[src/hw/flash_guard_pkg.sv]
/*
 * Shared constants for the flash block protection configuration logic.
 * Assumes a 32-bit APB register bus and a 21-bit program address.
 */
package flash_guard_pkg;

    // ---------------------------------------------------------------
    // register indices (printed offsets are not word aligned)
    // ---------------------------------------------------------------
    localparam logic [23:0] CODE_PROTECT_HIGH_IDX = 24'h300009;
    localparam logic [23:0] WRITE_PROTECT_LOW_IDX = 24'h30000A;
    localparam logic [23:0] WRITE_PROTECT_HIGH_IDX = 24'h30000B;
    localparam logic [23:0] TABLE_READ_PROTECT_LOW_IDX = 24'h30000C;
    localparam logic [23:0] BOOT_SIZE_CONFIG_IDX = 24'h300006;
    localparam logic [23:0] PROG_MODE_IDX = 24'h300010;
    localparam logic [23:0] CHECK_CTRL_IDX = 24'h300011;
    localparam logic [23:0] CHECK_STATUS_IDX = 24'h300012;

    // ---------------------------------------------------------------
    // field layout
    // ---------------------------------------------------------------
    localparam int EEPROM_CODE_GUARD_BIT = 7;
    localparam int BOOT_CODE_GUARD_BIT = 6;
    localparam int EEPROM_WRITE_GUARD_BIT = 7;
    localparam int BOOT_WRITE_GUARD_BIT = 6;
    localparam int CFGSPACE_WRITE_GUARD_BIT = 5;
    localparam int BOOT_SIZE_LSB = 4;
    localparam logic [7:0] CODE_PROTECT_HIGH_MASK = 8'hC0;
    localparam logic [7:0] WRITE_PROTECT_HIGH_MASK = 8'hE0;
    localparam logic [7:0] BOOT_SIZE_MASK = 8'h30;

    // ---------------------------------------------------------------
    // reset values: all guards released
    // ---------------------------------------------------------------
    localparam logic [7:0] CODE_PROTECT_HIGH_RESET = 8'hC0;
    localparam logic [7:0] WRITE_PROTECT_LOW_RESET = 8'hFF;
    localparam logic [7:0] WRITE_PROTECT_HIGH_RESET = 8'hE0;
    localparam logic [7:0] TABLE_READ_PROTECT_LOW_RESET = 8'hFF;
    localparam logic [7:0] BOOT_SIZE_RESET = 8'h00;

    // ---------------------------------------------------------------
    // address map
    // ---------------------------------------------------------------
    localparam logic [20:0] BOOT_END_1K = 21'h0007FF;
    localparam logic [20:0] BOOT_END_2K = 21'h000FFF;
    localparam logic [20:0] BOOT_END_4K = 21'h001FFF;
    localparam logic [20:0] CFG_SPACE_LO = 21'h100000;
    localparam int BLOCK_SHIFT = 14;
    localparam logic [7:0] BLOCKED_READ_DATA = 8'h00;

    // target kinds of a check request
    typedef enum logic [1:0] {
        TGT_FLASH,
        TGT_EEPROM,
        TGT_CFG
    } target_kind_t;

    // request kinds
    typedef enum logic [1:0] {
        REQ_WRITE,
        REQ_TABLE_READ,
        REQ_CODE_READ
    } req_kind_t;

endpackage

[src/hw/flash_block_protection_config.sv]
/*
 * Protection configuration bytes for program flash, boot region, data EEPROM and
 * configuration space, with a check port that the flash controller consults.
 * Assumes an APB master on pclk and a controller that presents one check at a time.
 * Guard bits only ever clear; only reset or a change of boot size written in programming mode makes a region unprotected again.
 * prog_mode is a register bit, not a pin, so it needs no synchroniser.
 */
`timescale 1ns/1ps
// Notes on behaviour
// - eeprom code guard bit 7 at 300009h clear means data EEPROM code-protected
// - boot code guard bit 6 clear code-protects boot region of selected size, 000000h-0007FFh at size 00
// - unused bits of the two high bytes always read back zero
// - write-protect low byte bits guard blocks; bit 7 guards 01C000h-01FFFFh
// - write bit 6 guards block 6, 018000h-01BFFFh, when clear
// - write bits 5,4,3 guard blocks 5,4,3 when clear
// - write bits 2,1 guard blocks 008000h-00BFFFh and 004000h-007FFFh
// - block 0 ends 003FFFh and starts just above the boot region
// - boot size 00 gives 1K words, 01 gives 2K, 10/11 give 4K
// - write-protect high bit 7 clear forbids data EEPROM writes
// - write-protect high bit 6 clear protects boot region of selected size
// - write-protect high bit 5 clear protects configuration space 300000h-3000FFh
// - configuration write guard changes only in programming mode
// - table-read byte bits block cross-block reads; bit 7 covers block 7
// - table-read bits 6,5,4 guard blocks 6,5,4 from foreign reads
// - table-read bits 3..0 guard blocks 3,2,1 and block 0 likewise
// - all implemented guard bits come up 1; only clearing is possible
module flash_block_protection_config
    import flash_guard_pkg::*;
#(
    parameter int NUM_BLOCKS = 8
) (
    // clock, reset, enable
    input wire logic pclk,
    input wire logic presetn,
    input wire logic clk_en,
    // apb slave
    input wire logic psel,
    input wire logic penable,
    input wire logic pwrite,
    input wire logic [31:0] paddr,
    input wire logic [31:0] pwdata,
    input wire logic [3:0] pstrb,
    output logic [31:0] prdata,
    output logic pready,
    output logic pslverr,
    // check request from the flash controller
    input wire logic chk_valid,
    input wire logic [1:0] chk_kind,
    input wire logic [1:0] chk_target,
    input wire logic [20:0] chk_addr,
    input wire logic [20:0] chk_src_addr,
    input wire logic [7:0] chk_rdata,
    // check answer
    output logic chk_done,
    output logic chk_allow,
    output logic [7:0] chk_data,
    // decoded guards for the enforcement datapath
    output logic eeprom_code_guard,
    output logic boot_code_guard,
    output logic eeprom_write_guard,
    output logic boot_write_guard,
    output logic cfgspace_write_guard
);

    // ---------------------------------------------------------------
    // elaboration checks
    // ---------------------------------------------------------------
    // the block index is three bits, so eight blocks at most
    if (NUM_BLOCKS < 1 || NUM_BLOCKS > 8) begin : g_bad_blocks
        $error("NUM_BLOCKS must be 1 to 8");
    end

    // ---------------------------------------------------------------
    // state
    // ---------------------------------------------------------------
    typedef struct packed {
        // stored protection bytes
        logic [7:0] code_protect_high;
        logic [7:0] write_protect_low;
        logic [7:0] write_protect_high;
        logic [7:0] table_read_protect_low;
        logic [1:0] boot_region_size;
        logic prog_mode;
        logic [1:0] prog_sync;

        // bus and check answers
        logic [31:0] prdata;
        logic pready;
        logic pslverr;
        logic chk_done;
        logic chk_allow;
        logic [7:0] chk_data;

        // bookkeeping; guards are high when protected
        logic [7:0] blocked_count;
        logic last_blocked;
        logic [4:0] guards;
    } state_t;

    localparam state_t STATE_RESET = '{
        code_protect_high: CODE_PROTECT_HIGH_RESET,
        write_protect_low: WRITE_PROTECT_LOW_RESET,
        write_protect_high: WRITE_PROTECT_HIGH_RESET,
        table_read_protect_low: TABLE_READ_PROTECT_LOW_RESET,
        boot_region_size: BOOT_SIZE_RESET[5:4],
        default: '0
    };

    state_t s_q;
    state_t s_d;

    // implemented block bits; missing blocks stay 1
    localparam logic [7:0] IMPL_MASK = 8'(((1 << NUM_BLOCKS) - 1));

    // ---------------------------------------------------------------
    // helper decode
    // ---------------------------------------------------------------
    // sizes 10 and 11 both give the largest boot region
    // last address of the boot region for a size code
    function automatic logic [20:0] boot_end(input logic [1:0] sz);
        case (sz)
            2'b00: boot_end = BOOT_END_1K;
            2'b01: boot_end = BOOT_END_2K;
            default: boot_end = BOOT_END_4K;
        endcase
    endfunction

    // block number, 8 for boot region
    // the boot region eats the low part of block 0
    function automatic logic [3:0] block_of(input logic [20:0] a, input logic [1:0] sz);
        if (a <= boot_end(sz)) begin
            block_of = 4'h8;
        end else begin
            block_of = {1'b0, a[BLOCK_SHIFT+2:BLOCK_SHIFT]};
        end
    endfunction

    // next-state scratch values
    logic [31:0] byte_addr_word;
    logic [23:0] reg_idx;
    logic [7:0] wbyte;
    logic [3:0] tgt_blk;
    logic [3:0] src_blk;
    logic blk_guard;
    logic allow;

    // paddr is a byte address; the index is a quarter of it
    always_comb begin
        byte_addr_word = paddr >> 2;
        reg_idx = byte_addr_word[23:0];
    end

    // ---------------------------------------------------------------
    // next state
    // ---------------------------------------------------------------
    always_comb begin
        s_d = s_q;
        wbyte = pwdata[7:0];
        tgt_blk = block_of(chk_addr, s_q.boot_region_size);
        src_blk = block_of(chk_src_addr, s_q.boot_region_size);
        blk_guard = 1'b1;
        allow = 1'b1;

        // programming mode must stand two cycles before guarded fields open
        // so a write cannot use a mode bit set in the same access
        s_d.prog_sync = {s_q.prog_sync[0], s_q.prog_mode};

        // apb: one wait state, answer in access phase
        // pready pulses for one cycle; an access still held after it is answered again two cycles later
        s_d.pready = 1'b0;
        s_d.pslverr = 1'b0;
        if (psel && penable && !s_q.pready) begin
            s_d.pready = 1'b1;
            s_d.prdata = '0;
            case (reg_idx)
                // two guard bits, the rest reads zero
                CODE_PROTECT_HIGH_IDX: begin
                    s_d.prdata[7:0] = s_q.code_protect_high & CODE_PROTECT_HIGH_MASK;
                    if (pwrite && pstrb[0]) begin
                        // bits clear only, never set
                        s_d.code_protect_high = s_q.code_protect_high & wbyte
                            & CODE_PROTECT_HIGH_MASK;
                    end
                end

                // one write bit per flash block
                WRITE_PROTECT_LOW_IDX: begin
                    s_d.prdata[7:0] = s_q.write_protect_low;
                    if (pwrite && pstrb[0]) begin
                        s_d.write_protect_low = s_q.write_protect_low & (wbyte | ~IMPL_MASK);
                    end
                end

                // bit 5 opens only in programming mode
                WRITE_PROTECT_HIGH_IDX: begin
                    s_d.prdata[7:0] = s_q.write_protect_high & WRITE_PROTECT_HIGH_MASK;
                    if (pwrite && pstrb[0]) begin
                        s_d.write_protect_high[7:6] = s_q.write_protect_high[7:6] & wbyte[7:6];
                        if (s_q.prog_sync[1]) begin
                            s_d.write_protect_high[5] = s_q.write_protect_high[5] & wbyte[5];
                        end
                    end
                end

                // one table-read bit per flash block
                TABLE_READ_PROTECT_LOW_IDX: begin
                    s_d.prdata[7:0] = s_q.table_read_protect_low;
                    if (pwrite && pstrb[0]) begin
                        s_d.table_read_protect_low = s_q.table_read_protect_low
                            & (wbyte | ~IMPL_MASK);
                    end
                end

                // boot size, programming mode only
                BOOT_SIZE_CONFIG_IDX: begin
                    s_d.prdata[5:4] = s_q.boot_region_size;
                    if (pwrite && pstrb[0] && s_q.prog_sync[1]) begin
                        s_d.boot_region_size = wbyte[5:4];
                    end
                end

                // programming mode bit
                PROG_MODE_IDX: begin
                    s_d.prdata[0] = s_q.prog_mode;
                    if (pwrite && pstrb[0]) begin
                        s_d.prog_mode = wbyte[0];
                    end
                end

                // last result and blocked count
                CHECK_STATUS_IDX: begin
                    s_d.prdata[8:0] = {s_q.last_blocked, s_q.blocked_count};
                end

                // bit 0 clears the count
                CHECK_CTRL_IDX: begin
                    if (pwrite && pstrb[0] && wbyte[0]) begin
                        s_d.blocked_count = '0;
                    end
                end
                default: s_d.pslverr = 1'b1;
            endcase
        end

        // protection check, answered one cycle later
        // unknown target codes take the flash rules
        s_d.chk_done = 1'b0;
        if (chk_valid) begin
            case (target_kind_t'(chk_target))
                // data EEPROM: write or code guard
                TGT_EEPROM: begin
                    if (chk_kind == REQ_WRITE) begin
                        allow = s_q.write_protect_high[EEPROM_WRITE_GUARD_BIT];
                    end else begin
                        allow = s_q.code_protect_high[EEPROM_CODE_GUARD_BIT];
                    end
                end

                // configuration space: writes only
                TGT_CFG: begin
                    if (chk_kind == REQ_WRITE) begin
                        allow = s_q.write_protect_high[CFGSPACE_WRITE_GUARD_BIT];
                    end
                end

                // program flash, by request kind
                default: begin
                    case (req_kind_t'(chk_kind))
                        // block bit, or boot bit
                        REQ_WRITE: begin
                            blk_guard = tgt_blk[3] ? s_q.write_protect_high[BOOT_WRITE_GUARD_BIT]
                                : s_q.write_protect_low[tgt_blk[2:0]];
                            allow = blk_guard;
                        end

                        // foreign reads of guarded blocks
                        REQ_TABLE_READ: begin
                            blk_guard = tgt_blk[3] ? 1'b1
                                : s_q.table_read_protect_low[tgt_blk[2:0]];
                            allow = blk_guard || (tgt_blk == src_blk);
                        end

                        // code reads: boot region only
                        default: begin
                            allow = tgt_blk[3] ? s_q.code_protect_high[BOOT_CODE_GUARD_BIT]
                                : 1'b1;
                        end
                    endcase
                end
            endcase

            s_d.chk_done = 1'b1;
            s_d.chk_allow = allow;
            s_d.chk_data = allow ? chk_rdata : BLOCKED_READ_DATA;
            s_d.last_blocked = !allow;
            // saturating; a same-cycle clear loses, except at 8'hFF where the clear wins
            if (!allow && s_q.blocked_count != 8'hFF) begin
                s_d.blocked_count = s_q.blocked_count + 8'h01;
            end
        end

        // registered guard outputs, high = protected, low from reset
        s_d.guards = ~{
            s_d.code_protect_high[EEPROM_CODE_GUARD_BIT],
            s_d.code_protect_high[BOOT_CODE_GUARD_BIT],
            s_d.write_protect_high[EEPROM_WRITE_GUARD_BIT],
            s_d.write_protect_high[BOOT_WRITE_GUARD_BIT],
            s_d.write_protect_high[CFGSPACE_WRITE_GUARD_BIT]
        };
    end

    // ---------------------------------------------------------------
    // state register
    // ---------------------------------------------------------------
    // reset loads constants only; clk_en low holds every field
    always_ff @(posedge pclk or negedge presetn) begin
        if (!presetn) begin
            s_q <= STATE_RESET;
        end else if (clk_en) begin
            s_q <= s_d;
        end
    end

    // ---------------------------------------------------------------
    // outputs
    // ---------------------------------------------------------------
    // every output is a plain copy of a register field
    always_comb begin
        prdata = s_q.prdata;
        pready = s_q.pready;
        pslverr = s_q.pslverr;
        chk_done = s_q.chk_done;
        chk_allow = s_q.chk_allow;
        chk_data = s_q.chk_data;
        eeprom_code_guard = s_q.guards[4];
        boot_code_guard = s_q.guards[3];
        eeprom_write_guard = s_q.guards[2];
        boot_write_guard = s_q.guards[1];
        cfgspace_write_guard = s_q.guards[0];
    end

endmodule

[config.mk]
export PLATFORM = sky130hd
export DESIGN_NAME = flash_block_protection_config
export DESIGN_NICKNAME = d
export VERILOG_FILES = /design/src/hw/flash_guard_pkg.sv /design/src/hw/flash_block_protection_config.sv
export SDC_FILE = /design/constraint.sdc
export NUM_CORES = 1
export LEC_CHECK = 0
export ABC_AREA = 1
export CORE_AREA = 2 2 149 93
export DETAILED_ROUTE_END_ITERATION = 7
export DIE_AREA = 0 0 151 95
export DONT_BUFFER_PORTS = 1
export GPL_ROUTABILITY_DRIVEN = 0
export GPL_TIMING_DRIVEN = 1
export PLACE_DENSITY_LB_ADDON = 0.2
export RECOVER_POWER = 50
export SYNTH_ARGS = -nofsm -noshare
export SYNTH_HDL_FRONTEND = slang
export SYNTH_SLANG_ARGS = --single-unit
[constraint.sdc]
create_clock -name pclk -period 3.8 [get_ports pclk]
set_clock_uncertainty 0.05 [all_clocks]
set_input_delay 0.38 -clock pclk [delete_from_list [all_inputs] [get_ports pclk]]
set_output_delay 0.38 -clock pclk [all_outputs]
set_load 0.05 [all_outputs]
==> results.tsv <==
stage	metric	value	unit
outcome	status	finished with violations	
outcome	failing checks	capacitance limit, slew limit	
power	Total Power	2.00	mW
finish	post-layout util	31.6	%
synth	top cells by area, synth	dfrtp_1 (26%), dfstp_2 (14%), nand2_1 (11%)	
critical_path	worst path bufs/invs	2	
sta	Tightest Pin Transition	1540	ps
routing	Via density	4.79	
clock_network	PostCTS Resize Cnt	0	
place	DP HPWL	8370	um
floorplan	row cnt	33	
synth	area share of the largest cell type after synthesis	26.1	%
finish	most frequent cells in the layout	nand2_1 (117), inv_1 (63), nor2_1 (47), dfrtp_1 (40), o21ai_0 (36)	
sta	Worst slew margin	-2.57	%
critical_path	WS Path Type	reg -> reg	
routing	Initial DRT Pass Iterations	4	
synth	Ys Warns	0	
critical_path	R2R Path End	s_q[82]	
critical_path	Crit-path slowest cell	nor3_2	
global_route	GR Overflow Total	0	
clock_network	CTS sink cnt	61	
finish	ant diodes	0	
worst_hold_path	Hold Crit Endpoint	s_q[76]	
critical_path	CP required	3970	ps
synth	Synth Register Bits	61	
worst_hold_path	Hold Crit Start	clk_en	
floorplan	Core ar.	0.0131	mm2
place	port bufs	0	
synth	Distinct cells, synth	43	
floorplan	die width	151	um
clock_network	CTS Buf Count	9	
global_route	vias in the first global route	3027	
critical_path	r2r setup slk	960	ps
routing	Remaining DRCs	0	
critical_path	Max Fanout on Critical Path	19	
clock_network	clk buf depth	2	
global_route	largest net degree at the start of global routing	62	
critical_path	Critical Path AT	3010	ps
synth	Yosys top cell by area	dfrtp_1	
job	Max Cap Violations	1	
synth	number of flops mapped to enable cells by yosys	0	
critical_path	delay-heaviest family, CP	simple AND/OR/NAND/NOR gates	
sta	final hold viol count	0	
floorplan	boundary pin count	178	
sta	RSZ-0062 raised after global routing	no	
routing	post-route ant nets	0	
worst_hold_path	Hold Crit Class	in -> reg	
finish	leading cell type in the layout, fill and taps excluded	nand2_1	
finish	area grow syn2layout	8.50	%
finish	number of fill cells	1433	
clock_network	setup repair bufs after CTS	0	
global_route	global-route wire length before repair	16900	um
global_route	GR Util All Layers	15.9	%
clock_network	CTS root buf	clkbuf_16	
clock_network	clock-pin slew on the worst setup and hold paths	60	ps
power	leakage	2.03	nW
critical_path	Worst Reg-to-Reg Cells	6	
critical_path	reg-to-reg startpoint	pready	
routing	Detailed Route WL	10800	um
clock_network	H-Tree Depth	3	
synth	register area share after synthesis	40.6	%
sta	final setup fails	0	
sta	Final period util	74.8	%
critical_path	largest stage delay on the critical path	720	ps
routing	post-detailed-route wirelength per cell	16.0	um
synth	most common flop cell mapped by yosys	dfrtp_1	
floorplan	Initial Util	29.2	%
worst_hold_path	hold depth	1	
critical_path	crit-path cells	inv_1, nand3_1, nor2_2, clkinv_1, nor3_2, a21boi_0	
synth	Mean Syn Cell Area	7.52	um2
finish	Final nets	632	
finish	layout cells sized above 1	11.0	%
sta	Fin Setup TNS	0	ps
critical_path	crit path capture type	register	
routing	initial DRC count	249	
power	pwr dens	481	mW/mm2
floorplan	Die Ht	95	um
clock_network	Worst-Skew Late Latency	330	ps
floorplan	die area	0.0143	mm2
sta	fmax	352	MHz
routing	vias post-DR	3236	
sta	Slew Limit Fails	62	
sta	Final min period	2840	ps
global_route	initial antenna violation count	0	
synth	Cells after Synth	509	
synth	synthesized area	0.00383	mm2
clock_network	hold buffer count at CTS	2	
critical_path	critical path startpoint category	register	
power	Peak VDD IR	0.194	mV
synth	Post-synth ARST share	100	%
clock_network	CTS tree	yes	
-- synthesized netlist by cell type (3+ instances only) --
| cell type | n |
|---|---|
| nand3_1 | 20 |
| a21oi_1 | 22 |
| nor4_1 | 6 |
| nand4_1 | 11 |
| dfrtp_1 | 40 |
| nor2_1 | 47 |
| a21boi_0 | 7 |
| o22ai_1 | 4 |
| dfstp_2 | 21 |
| ha_1 | 7 |
| inv_1 | 63 |
| a21o_1 | 3 |
| nor3_1 | 10 |
| o21ai_0 | 36 |
| a22oi_1 | 5 |
| xor2_1 | 3 |
| or2_2 | 3 |
| inv_2 | 3 |
| nand2_1 | 117 |
| a31oi_1 | 5 |
| nand3b_1 | 3 |
| buf_4 | 41 |
| clkbuf_1 | 5 |
-- worst reg2reg max path: cells and delay by family, from the launching register on --
| kind | cells | cell delay (ps) |
|---|---|---|
| compound gates | 1 | 200 |
| flops | 1 | 550 |
| buf+inv | 2 | 650 |
| simple gates | 3 | 1270 |
-- power breakdown --
| group | total, mW | internal [mW] | switching, mW | leakage, nW |
|---|---|---|---|---|
| clock | 0.964 | 0.657 | 0.307 | 0.165 |
| combinational | 0.236 | 0.0663 | 0.170 | 1.14 |
| sequential | 0.797 | 0.692 | 0.105 | 0.725 |
| total | 2.00 | 1.41 | 0.582 | 2.03 |
-- final cells by class --
class,count,area (um2),share of cell area [%]
Inverter,67,251,6.05
Multi-Input combinational cell,354,1760,42.3
Tap cell,175,219,5.27
Clock buffer,10,239,5.75
Timing Repair Buffer,3,22.5,0.542
Clock inverter,6,110,2.65
Sequential cell,61,1550,37.4
-- worst max path at each step --
stage	startpoint	depth (start not counted)	slack, ps	to
6_report	pready	6	960	s_q[82]
4_1_cts	pready	6	1000	s_q[82]
5_1_grt	pready	6	680	s_q[82]
3_5_place_dp	pready	6	1030	s_q[84]
2_1_floorplan	s_q[62]	16	1720	s_q[10]
3_3_place_gp	pready	6	1070	s_q[84]
-- stage by stage --
| step | area [um2] | std cells | hold WS, ps | setup WS (ps) |
|---|---|---|---|---|
| floorplan | 3910 | 531 | 34.4 | 1720 |
| global placement | 3790 | 658 | 38.0 | 1070 |
| detailed placement | 3790 | 658 | 36.0 | 1030 |
| CTS | 4180 | 676 | 47.0 | 997 |
| global route | 4150 | 676 | 45.0 | 677 |
| finish | 4150 | 676 | 54.7 | 958 |
-- cells by family after synthesis --
group	synth area share [%]
simple gates	26.4
buf+inv	15.7
compound gates	14.1
flops	40.6
fa+ha+maj	2.29
xor+xnor	0.915
other cells	0.0979
-- routing by layer --
metal	GRT usage [%]	wire length, um
met1	23.8	5430
met2	20.5	4050
met3	6.96	1170
met4	4.13	147
met5	0	0
-- flip-flops by register name, summed over array words and instances, names as in the netlist, 2 cells and up --
signal    flops
chk_data      8
prdata        9
s_q          33
s_d           2
(Power assumes the default switching activity.)
